[config.mk]
export PLATFORM = sky130hd
export DESIGN_NAME = oasl_core
export DESIGN_NICKNAME = d
export VERILOG_FILES = /design/src/logic/oasl_pkg.sv /design/src/logic/oasl_core.sv
export SDC_FILE = /design/constraint.sdc
export NUM_CORES = 2
export LEC_CHECK = 0
export BUFFER_PORTS_ARGS = -buffer_cell sky130_fd_sc_hd__buf_2
export CAP_MARGIN = 20
export CORE_MARGIN = 10
export CORE_UTILIZATION = 45
export CTS_CLUSTER_SIZE = 28
export DETAILED_ROUTE_END_ITERATION = 6
export PLACE_DENSITY = 0.64
export SLEW_MARGIN = 10
export SYNTH_ARGS = -nofsm -noshare
export SYNTH_HDL_FRONTEND = slang
export SYNTH_SLANG_ARGS = --single-unit
export TNS_END_PERCENT = 30
[constraint.sdc]
create_clock -name ref_clk -period 7.8 [get_ports ref_clk]
set_input_delay 0.78 -clock ref_clk [delete_from_list [all_inputs] [get_ports ref_clk]]
set_output_delay 0.78 -clock ref_clk [all_outputs]
set_load 0.05 [all_outputs]
[src/logic/oasl_pkg.sv]
// package: constants and carriers for the operand address and stall logic
package oasl_pkg;
  // ***********************************************
  // register map (byte addresses)
  // ***********************************************
  localparam logic [7:0] ADDR_CTRL   = 8'h00;
  localparam logic [7:0] ADDR_XSTART = 8'h04;
  localparam logic [7:0] ADDR_XEND   = 8'h08;
  localparam logic [7:0] ADDR_YSTART = 8'h0C;
  localparam logic [7:0] ADDR_YEND   = 8'h10;
  localparam logic [7:0] ADDR_STATUS = 8'h14;
  localparam int         DEC_BITS    = 8;
  // control register fields
  localparam int XEN_BIT = 15;
  localparam int YEN_BIT = 14;
  localparam int XSEL_LO = 0;
  localparam int YSEL_LO = 4;
  localparam logic [3:0]  SEL_OFF    = 4'hF;
  localparam logic [15:0] CTRL_RST   = 16'h00FF;
  localparam logic [15:0] BOUND_RST  = 16'h0000;
  // ***********************************************
  // working registers and prefetch pointers
  // ***********************************************
  localparam int          NUM_W      = 16;
  localparam logic [3:0]  X_PTR_A    = 4'h8;
  localparam logic [3:0]  X_PTR_B    = 4'h9;
  localparam logic [3:0]  Y_PTR_A    = 4'hA;
  localparam logic [3:0]  Y_PTR_B    = 4'hB;
  localparam logic [15:0] WMAP_BASE  = 16'h0000;
  localparam int          WMAP_SHIFT = 1;
  localparam logic [1:0]  AHB_NONSEQ = 2'b10;
  // ***********************************************
  // addressing modes and carriers
  // ***********************************************
  typedef enum logic [1:0] {
    AM_DIRECT   = 2'b00,
    AM_INDIRECT = 2'b01,
    AM_MODIFIED = 2'b11,
    AM_INDEXED  = 2'b10
  } oasl_mode_type;

  typedef struct packed {
    logic          valid;
    oasl_mode_type mode;
    logic [3:0]    wreg;
    logic          writePhase;
    logic [15:0]   wrAddr;
  } oasl_dst_type;

  typedef struct packed {
    logic          valid;
    oasl_mode_type mode;
    logic [3:0]    wreg;
  } oasl_src_type;

  typedef struct packed {
    logic          valid;
    logic          xSelB;
    logic          ySelB;
    oasl_mode_type xMode;
    oasl_mode_type yMode;
    logic [1:0]    step;
    logic          stepNeg;
    logic [3:0]    offReg;
  } oasl_mac_type;

  typedef struct packed {
    oasl_mode_type srcMode;
    logic [3:0]    srcReg;
    oasl_mode_type dstMode;
    logic [3:0]    dstReg;
    logic [3:0]    offsetRegisterField;
  } oasl_mov_type;
endpackage
[src/logic/oasl_core.sv]
// module: operand routing, raw stall detection and circular addressing
`timescale 1ns/10ps
module oasl_core (
  input  wire logic                      ref_clk,
  input  wire logic                      srst,
  input  wire logic                      hsel,
  input  wire logic [31:0]               haddr,
  input  wire logic [1:0]                htrans,
  input  wire logic                      hwrite,
  input  wire logic [2:0]                hsize,
  input  wire logic [31:0]               hwdata,
  input  wire logic                      hready,
  output logic      [31:0]               hrdata,
  output logic                           hreadyout,
  output logic                           hresp,
  input  wire logic [15:0][15:0]         wregs,
  input  wire oasl_pkg::oasl_dst_type    exeDst,
  input  wire oasl_pkg::oasl_src_type    preSrc,
  input  wire oasl_pkg::oasl_mac_type    macOp,
  input  wire oasl_pkg::oasl_mov_type    movOp,
  input  wire logic [23:0]               instrWord,
  output logic                           stall,
  output logic                           holdPredecode,
  output logic      [15:0]               xReadAddr,
  output logic      [15:0]               yReadAddr,
  output logic      [15:0]               xPtrNext,
  output logic      [15:0]               yPtrNext,
  output logic                           macIllegal,
  output logic      [15:0]               movSrcEa,
  output logic      [15:0]               movDstEa,
  output logic      [15:0]               xWriteAddr,
  output logic signed [15:0]             branchDisp,
  output logic      [13:0]               disiCount
);
  // ***********************************************
  // circular correction
  // ***********************************************
  function automatic logic [15:0] circFix(input logic [15:0] ea, input logic [15:0] lo,
                                          input logic [15:0] hi, input logic neg,
                                          input logic on);
    logic [15:0] len;
    logic        pow2;
    len  = 16'(hi - lo + 16'h0001);
    pow2 = ((len & 16'(len - 16'h0001)) == 16'h0000) && ((lo & 16'(len - 16'h0001)) == 16'h0000);
    circFix = ea;
    if (on && (!neg || pow2) && (ea > hi)) begin
      circFix = 16'(ea - len);
    end else if (on && (neg || pow2) && (ea < lo)) begin
      circFix = 16'(ea + len);
    end
  endfunction

  // ***********************************************
  // bus slave
  // ***********************************************
  logic [15:0] ctrl_q, ctrl_d, xStart_q, xStart_d, xEnd_q, xEnd_d;
  logic [15:0] yStart_q, yStart_d, yEnd_q, yEnd_d, stallCnt_q, stallCnt_d;
  logic [7:0]  wAddr_q, wAddr_d;
  logic        wPend_q, wPend_d;
  logic [31:0] rdata_d;
  logic        take;

  assign take = hsel && hready && (htrans == oasl_pkg::AHB_NONSEQ);

  always_comb begin
    ctrl_d   = ctrl_q;
    xStart_d = xStart_q;
    xEnd_d   = xEnd_q;
    yStart_d = yStart_q;
    yEnd_d   = yEnd_q;
    wPend_d  = take && hwrite;
    wAddr_d  = haddr[oasl_pkg::DEC_BITS-1:0];
    rdata_d  = 32'h0000_0000;
    if (wPend_q) begin
      unique case (wAddr_q)
        oasl_pkg::ADDR_CTRL:   ctrl_d   = hwdata[15:0];
        oasl_pkg::ADDR_XSTART: xStart_d = hwdata[15:0];
        oasl_pkg::ADDR_XEND:   xEnd_d   = hwdata[15:0];
        oasl_pkg::ADDR_YSTART: yStart_d = hwdata[15:0];
        oasl_pkg::ADDR_YEND:   yEnd_d   = hwdata[15:0];
        default:               ;
      endcase
    end
    if (take && !hwrite && (haddr[31:oasl_pkg::DEC_BITS] == '0)) begin
      unique case (haddr[oasl_pkg::DEC_BITS-1:0])
        oasl_pkg::ADDR_CTRL:   rdata_d = {16'h0000, ctrl_q};
        oasl_pkg::ADDR_XSTART: rdata_d = {16'h0000, xStart_q};
        oasl_pkg::ADDR_XEND:   rdata_d = {16'h0000, xEnd_q};
        oasl_pkg::ADDR_YSTART: rdata_d = {16'h0000, yStart_q};
        oasl_pkg::ADDR_YEND:   rdata_d = {16'h0000, yEnd_q};
        oasl_pkg::ADDR_STATUS: rdata_d = {14'h0000, macIllegal, stall, stallCnt_q};
        default:               rdata_d = 32'h0000_0000;
      endcase
    end
    if (take && hwrite && (haddr[31:oasl_pkg::DEC_BITS] != '0)) begin
      wPend_d = 1'b0;
    end
  end

  always_ff @(posedge ref_clk) begin
    if (srst) begin
      ctrl_q    <= oasl_pkg::CTRL_RST;
      xStart_q  <= oasl_pkg::BOUND_RST;
      xEnd_q    <= oasl_pkg::BOUND_RST;
      yStart_q  <= oasl_pkg::BOUND_RST;
      yEnd_q    <= oasl_pkg::BOUND_RST;
      wPend_q   <= 1'b0;
      wAddr_q   <= '0;
      hrdata    <= 32'h0000_0000;
      hreadyout <= 1'b1;
      hresp     <= 1'b0;
    end else begin
      ctrl_q    <= ctrl_d;
      xStart_q  <= xStart_d;
      xEnd_q    <= xEnd_d;
      yStart_q  <= yStart_d;
      yEnd_q    <= yEnd_d;
      wPend_q   <= wPend_d;
      wAddr_q   <= wAddr_d;
      hrdata    <= rdata_d;
      hreadyout <= 1'b1;
      hresp     <= 1'b0;
    end
  end

  // ***********************************************
  // raw stall detection
  // ***********************************************
  logic        sameReg, selfMap, hazard, stall_d;
  logic [15:0] mapAddr;

  always_comb begin
    sameReg = exeDst.valid && preSrc.valid && (exeDst.wreg == preSrc.wreg);
    mapAddr = 16'(oasl_pkg::WMAP_BASE + (16'(exeDst.wreg) << oasl_pkg::WMAP_SHIFT));
    selfMap = exeDst.writePhase && (exeDst.wrAddr == mapAddr);
    hazard  = 1'b0;
    if (sameReg && (preSrc.mode != oasl_pkg::AM_DIRECT)) begin
      unique case (exeDst.mode)
        oasl_pkg::AM_DIRECT:   hazard = 1'b1;
        oasl_pkg::AM_INDIRECT: hazard = selfMap;
        oasl_pkg::AM_MODIFIED: hazard = 1'b1;
        oasl_pkg::AM_INDEXED:  hazard = selfMap;
      endcase
    end
    stall_d    = hazard && !stall;
    stallCnt_d = stall_d ? 16'(stallCnt_q + 16'h0001) : stallCnt_q;
  end

  always_ff @(posedge ref_clk) begin
    if (srst) begin
      stall         <= 1'b0;
      holdPredecode <= 1'b0;
      stallCnt_q    <= 16'h0000;
    end else begin
      stall         <= stall_d;
      holdPredecode <= stall_d;
      stallCnt_q    <= stallCnt_d;
    end
  end

  // ***********************************************
  // operand address generation
  // ***********************************************
  logic [15:0] xBase, yBase, xEa_d, yEa_d, xNext_d, yNext_d, step16;
  logic [15:0] movSrc_d, movDst_d, xWr_d;
  logic        xOn, yOn, illegal_d;

  always_comb begin
    xBase  = wregs[macOp.xSelB ? oasl_pkg::X_PTR_B : oasl_pkg::X_PTR_A];
    yBase  = wregs[macOp.ySelB ? oasl_pkg::Y_PTR_B : oasl_pkg::Y_PTR_A];
    xOn = ctrl_q[oasl_pkg::XEN_BIT] && (ctrl_q[oasl_pkg::XSEL_LO+:4] != oasl_pkg::SEL_OFF);
    yOn = ctrl_q[oasl_pkg::YEN_BIT] && (ctrl_q[oasl_pkg::YSEL_LO+:4] != oasl_pkg::SEL_OFF);
    // step of 0, 2, 4 or 6
    step16 = {13'h0000, macOp.step, 1'b0};
    xEa_d   = xBase;
    yEa_d   = yBase;
    xNext_d = xBase;
    yNext_d = yBase;
    illegal_d = macOp.valid && ((macOp.xMode == oasl_pkg::AM_INDEXED && !macOp.xSelB) ||
                                (macOp.yMode == oasl_pkg::AM_INDEXED && !macOp.ySelB));
    if (macOp.xMode == oasl_pkg::AM_INDEXED) begin
      xEa_d = 16'(xBase + wregs[macOp.offReg]);
    end else if (macOp.xMode == oasl_pkg::AM_MODIFIED) begin
      xNext_d = macOp.stepNeg ? 16'(xBase - step16) : 16'(xBase + step16);
    end
    if (macOp.yMode == oasl_pkg::AM_INDEXED) begin
      yEa_d = 16'(yBase + wregs[macOp.offReg]);
    end else if (macOp.yMode == oasl_pkg::AM_MODIFIED) begin
      yNext_d = macOp.stepNeg ? 16'(yBase - step16) : 16'(yBase + step16);
    end
    xEa_d   = circFix(xEa_d, xStart_q, xEnd_q, macOp.stepNeg,
                      xOn && (ctrl_q[oasl_pkg::XSEL_LO+:4] == (macOp.xSelB ?
                      oasl_pkg::X_PTR_B : oasl_pkg::X_PTR_A)));
    xNext_d = circFix(xNext_d, xStart_q, xEnd_q, macOp.stepNeg,
                      xOn && (ctrl_q[oasl_pkg::XSEL_LO+:4] == (macOp.xSelB ?
                      oasl_pkg::X_PTR_B : oasl_pkg::X_PTR_A)));
    yEa_d   = circFix(yEa_d, yStart_q, yEnd_q, macOp.stepNeg,
                      yOn && (ctrl_q[oasl_pkg::YSEL_LO+:4] == (macOp.ySelB ?
                      oasl_pkg::Y_PTR_B : oasl_pkg::Y_PTR_A)));
    yNext_d = circFix(yNext_d, yStart_q, yEnd_q, macOp.stepNeg,
                      yOn && (ctrl_q[oasl_pkg::YSEL_LO+:4] == (macOp.ySelB ?
                      oasl_pkg::Y_PTR_B : oasl_pkg::Y_PTR_A)));
    movSrc_d = wregs[movOp.srcReg];
    movDst_d = wregs[movOp.dstReg];
    if (movOp.srcMode == oasl_pkg::AM_INDEXED) begin
      movSrc_d = 16'(movSrc_d + wregs[movOp.offsetRegisterField]);
    end
    if (movOp.dstMode == oasl_pkg::AM_INDEXED) begin
      movDst_d = 16'(movDst_d + wregs[movOp.offsetRegisterField]);
    end
    xWr_d = exeDst.writePhase ? exeDst.wrAddr : xWriteAddr;
  end

  always_ff @(posedge ref_clk) begin
    if (srst) begin
      xReadAddr  <= 16'h0000;
      yReadAddr  <= 16'h0000;
      xPtrNext   <= 16'h0000;
      yPtrNext   <= 16'h0000;
      macIllegal <= 1'b0;
      movSrcEa   <= 16'h0000;
      movDstEa   <= 16'h0000;
      xWriteAddr <= 16'h0000;
      branchDisp <= 16'sh0000;
      disiCount  <= 14'h0000;
    end else if (!stall_d) begin
      xReadAddr  <= xEa_d;
      yReadAddr  <= yEa_d;
      xPtrNext   <= xNext_d;
      yPtrNext   <= yNext_d;
      macIllegal <= illegal_d;
      movSrcEa   <= movSrc_d;
      movDstEa   <= movDst_d;
      xWriteAddr <= xWr_d;
      branchDisp <= signed'(instrWord[15:0]);
      disiCount  <= instrWord[13:0];
    end
  end

  // ***********************************************
  // checks
  // ***********************************************
  a_stall_single: assert property (@(posedge ref_clk) disable iff (srst)
    stall |=> !stall) else $error("stall lasted more than one cycle");
  a_direct_stall: assert property (@(posedge ref_clk) disable iff (srst)
    (!stall && sameReg && exeDst.mode == oasl_pkg::AM_DIRECT &&
     preSrc.mode != oasl_pkg::AM_DIRECT) |=> stall) else $error("direct write missed stall");
  a_direct_src: assert property (@(posedge ref_clk) disable iff (srst)
    (preSrc.valid && preSrc.mode == oasl_pkg::AM_DIRECT) |=> !stall)
    else $error("direct source stalled");
  a_indir_map: assert property (@(posedge ref_clk) disable iff (srst)
    (sameReg && exeDst.mode == oasl_pkg::AM_INDIRECT && !selfMap) |=> !stall)
    else $error("indirect write stalled without self map");
  a_mod_stall: assert property (@(posedge ref_clk) disable iff (srst)
    (!stall && sameReg && exeDst.mode == oasl_pkg::AM_MODIFIED &&
     preSrc.mode != oasl_pkg::AM_DIRECT) |=> stall) else $error("modified write missed stall");
  a_hold_stall: assert property (@(posedge ref_clk) disable iff (srst)
    holdPredecode == stall) else $error("hold differs from stall");
  a_stall_freeze: assert property (@(posedge ref_clk) disable iff (srst)
    stall |-> $stable(xReadAddr) && $stable(disiCount)) else $error("state moved in stall");
  a_index_legal: assert property (@(posedge ref_clk) disable iff (srst)
    (!stall_d && macOp.valid && macOp.xMode == oasl_pkg::AM_INDEXED && !macOp.xSelB)
    |=> macIllegal) else $error("indexed on first x pointer not flagged");
  a_x_route: assert property (@(posedge ref_clk) disable iff (srst)
    (!stall_d && !xOn && macOp.xMode == oasl_pkg::AM_INDIRECT && !macOp.xSelB)
    |=> xReadAddr == $past(wregs[oasl_pkg::X_PTR_A])) else $error("x pointer misrouted");
  a_circ_off: assert property (@(posedge ref_clk) disable iff (srst)
    (!stall_d && ctrl_q[oasl_pkg::XSEL_LO+:4] == oasl_pkg::SEL_OFF &&
     macOp.xMode == oasl_pkg::AM_INDIRECT && !macOp.xSelB)
    |=> xReadAddr == $past(wregs[oasl_pkg::X_PTR_A]))
    else $error("x circular on with select off");
  a_bus_ready: assert property (@(posedge ref_clk) disable iff (srst)
    hreadyout && !hresp) else $error("bus not ready or error");
endmodule // oasl_core

==> reports/results.ini <==
[critical_path]
cp_data_required_time_ps = 8260
ff2ff_setup_slack_ps = 590
cp_max_fo = 12
start_kind = register
slowest_stage = fa_1
path_buf_inv = 3
reg2reg_from = xEnd_q[1]
cp_common_cell = or3_1
end_kind = register
worst_ep_arrival_time_ps = 7660
reg2reg_to = xPtrNext[3]
reg2reg_depth = 23
crit_chain = inv_1 > ha_1 > inv_1 > ha_1 > inv_1 > fa_1 > nand3_1 > or3_1 > or3_1 > or3_1 > nand3b_1 > or3_1 > or3_1 > ha_1 > o22ai_1 > nor4_1 > nand3b_1 > a21oi_1 > o2111ai_1 > nand2b_1 > o221a_1 > o221ai_1 > a21oi_1
critPathKind = reg2reg
max_stage_delay_ps = 720
crit_family = simple AND/OR/NAND/NOR gates

[layout]
final_cell_mix = buf_2 (545), ha_1 (426), nor2_1 (321), mux4_2 (319), nand2_1 (296)
fin_nets = 5086
layout_commonest_cell = buf_2
fillCellCount = 6937
area_delta_synth_final_pct = 15.25
drive_gt1_share_pct = 26.32

[clocking]
cts_max_path_buffers = 3
cts_tree = built
hold_buffers = 0
clk_pin_slew_ps = 70
cts-buffers-inserted = 29
postCtsSetupBuffers = 0
worstSkewPairLatency_ps = 590
post_cts_resized = 0
cts_root_buf = clkbuf_16
h-tree-depth = 1
cts.sinks = 253

[power_and_ir_drop]
power_leakage_uw = 0.01648
p_sw_share_pct = 42.37
pwr-share-clk_pct = 24.2
power-per-cell-area_nw_per_um2 = 149.5
seq_power_share_pct = 24.7
cell_internal_pwr_uw = 3327
power.switching_uw = 2446
p_comb_share_pct = 51.1
power_uw = 5772
vdd_drop_max_mv = 0.1616

[run]
maxCapViolCount = 0

[die]
core_area_sq_um = 73330
row_count = 99
dieWidth_microns = 292.8
initial_core_util_pct = 45.68
io_pins = 594
die_h_microns = 292.8
dieArea_sq_um = 85760

[global_route]
grt.total_usage_pct = 31.79
grt_pass1_vias = 32360
antenna_found_initial = 40
grt-ovfl-total = 0
grt_pass1_wl_microns = 209300
grt_max_degree = 77

[logic_synthesis]
ys.flop_type = dfxtp_1
synth_cells = 3732
synth_area_sq_um = 33500
synth_cell_types = 92
synth_area_leaders = mux4_2 (21%), ha_1 (16%), dfxtp_1 (15%)
synth_top_area_share_pct = 21.45
syn_avg_cell_area_sq_um = 8.976
async_flop_share_pct = 0
synth_warnings = 0
synth_seq_area_share_pct = 15.12
synth_top_area_cell = mux4_2
synth-edff-count = 0
synth_seq_cells = 253

[timing]
min_period_ps = 7205
final_hold_viol_count = 0
setup_viol = 0
worst_slew_pin_slew_ps = 1136
max_freq_mhz = 138.8
fin_crit_sh_pct = 92.37
slew_headroom_pct = 24.04
rsz0062_at_grt = false
finalMaxSlewViolations = 0
fin_skew_ps = 18.34
setup_tns_ps = 0

[route]
finalWirelength_microns = 142300
routedWlPerCell_microns = 27.21
vias_per_cell = 6.460
via_count = 33780
first_pass_iters = 6
ant_nets = 0
drt_iter0_drc = 3159
drcViolationCount = 0

[placement]
io_buffers = 550
gp_congestion = 0.9865
hpwl_microns = 116800

[worst_hold_path]
hold_class = in2reg
hold-path-endpoint = branchDisp[5]
hold_depth = 3
hp-start = instrWord[5]

[status]
status = completed

## Yosys cell counts (13+ instances only)
| cell type | instances |
|---|---|
| a211oi_1 | 45 |
| a21boi_0 | 14 |
| a21o_1 | 82 |
| a21oi_1 | 290 |
| a221oi_1 | 30 |
| a22oi_1 | 47 |
| a311oi_1 | 20 |
| a31oi_1 | 20 |
| and2_1 | 29 |
| and3_1 | 14 |
| buf_1 | 41 |
| buf_4 | 31 |
| clkbuf_1 | 152 |
| dfxtp_1 | 253 |
| fa_1 | 16 |
| ha_1 | 426 |
| inv_1 | 226 |
| mux2_2 | 18 |
| mux2i_1 | 98 |
| mux4_2 | 319 |
| nand2_1 | 296 |
| nand2b_1 | 43 |
| nand3_1 | 34 |
| nand3b_1 | 13 |
| nand4_1 | 38 |
| nor2_1 | 322 |
| nor2b_1 | 46 |
| nor3_1 | 92 |
| nor4_1 | 31 |
| o2111ai_1 | 14 |
| o211ai_1 | 44 |
| o21a_1 | 35 |
| o21ai_0 | 133 |
| o21bai_1 | 36 |
| o221ai_1 | 26 |
| o22ai_1 | 28 |
| o31ai_1 | 22 |
| or3_1 | 27 |
| xnor2_1 | 67 |
| xor2_1 | 42 |
## stage by stage
| stage | instances | utilization (%) | setup WS [ps] | hold slack [ps] | cell area [sq um] |
|---|---|---|---|---|---|
| floorplan | 3746 | - | 550.9 | 436.8 | 33550 |
| finish | 5228 | 52.65 | 594.8 | 434.6 | 38610 |
| global placement | 5156 | 51.28 | 365.3 | 437.4 | 37610 |
| detailed placement | 5157 | 51.29 | 338.7 | 441.1 | 37610 |
| CTS | 5207 | 52.58 | 741.6 | 405.3 | 38550 |
| global route | 5221 | 52.62 | 311.8 | 427.4 | 38590 |
## flip-flops by register name, indices dropped and copies added (netlist names), 16 cells and up
register    cells
hrdata         18
branchDisp     16
ctrl_q         16
movDstEa       16
movSrcEa       16
stallCnt_q     16
xEnd_q         16
xPtrNext       16
xReadAddr      16
xStart_q       16
xWriteAddr     16
yEnd_q         16
yPtrNext       16
yReadAddr      16
yStart_q       16
## worst max path at each step
stage	startpoint	to	slack, ps	cells after the start
2_1_floorplan	macOp[0]	xReadAddr[6]	550	29
3_3_place_gp	macOp[0]	xReadAddr[7]	370	24
3_5_place_dp	macOp[0]	xReadAddr[7]	340	24
4_1_cts	xEnd_q[1]	xPtrNext[3]	740	25
5_1_grt	xEnd_q[1]	xPtrNext[3]	310	25
6_report	xEnd_q[1]	xPtrNext[3]	590	23
## layout make-up
cell class	instances	area (sq um)	share of cell area, %
clock inverters	13	135.1	0.3500
diodes	21	52.55	0.1361
flip-flops and latches	253	5065	13.12
inverters	228	855.8	2.217
clock buffers	37	805.8	2.087
repair buffers	681	3805	9.855
multi-input cells	3036	26690	69.13
well taps	959	1200	3.108
## power groups by stage
stage	Sequential (uW)	Combinational (uW)	Clock, uW
final	1420	2950	1400
after global routing	1430	3190	1460
after CTS	1420	2910	1420
after detailed placement	1450	2890	0
after global placement	1450	2870	0
after floorplan	1690	1750	0
## worst reg2reg max path, delay by kind of cell (launching register included)
kind | cells | cell delay (ps)
and+or+nand+nor | 10 | 3280
AOI/OAI and AO/OA | 6 | 1650
adders and majority gates | 4 | 1490
DFF | 1 | 400
buffers and inverters | 3 | 270
## cells by family after synthesis
logic type | share of synthesized area (%)
AO/OA/AOI/OAI | 20.12
XOR/XNOR | 2.947
flip-flops | 15.12
buffers and inverters | 5.487
multiplexers | 25.02
AND/OR/NAND/NOR | 14.42
adder cells (fa/ha/maj) | 16.87
other | 0.02242
## per-layer routing
| metal | share of wire, % | global-route usage (%) | vias up |
|---|---|---|---|
| li1 | - | - | 15280 |
| met4 | 4.5 | 12.99 | 14 |
| met5 | 0.060 | 0 | - |
| met1 | 39 | 40.60 | 16070 |
| met3 | 12 | 8.314 | 334 |
| met2 | 44 | 50.56 | 2078 |
No activity file was read; power rests on OpenSTA's default activity.
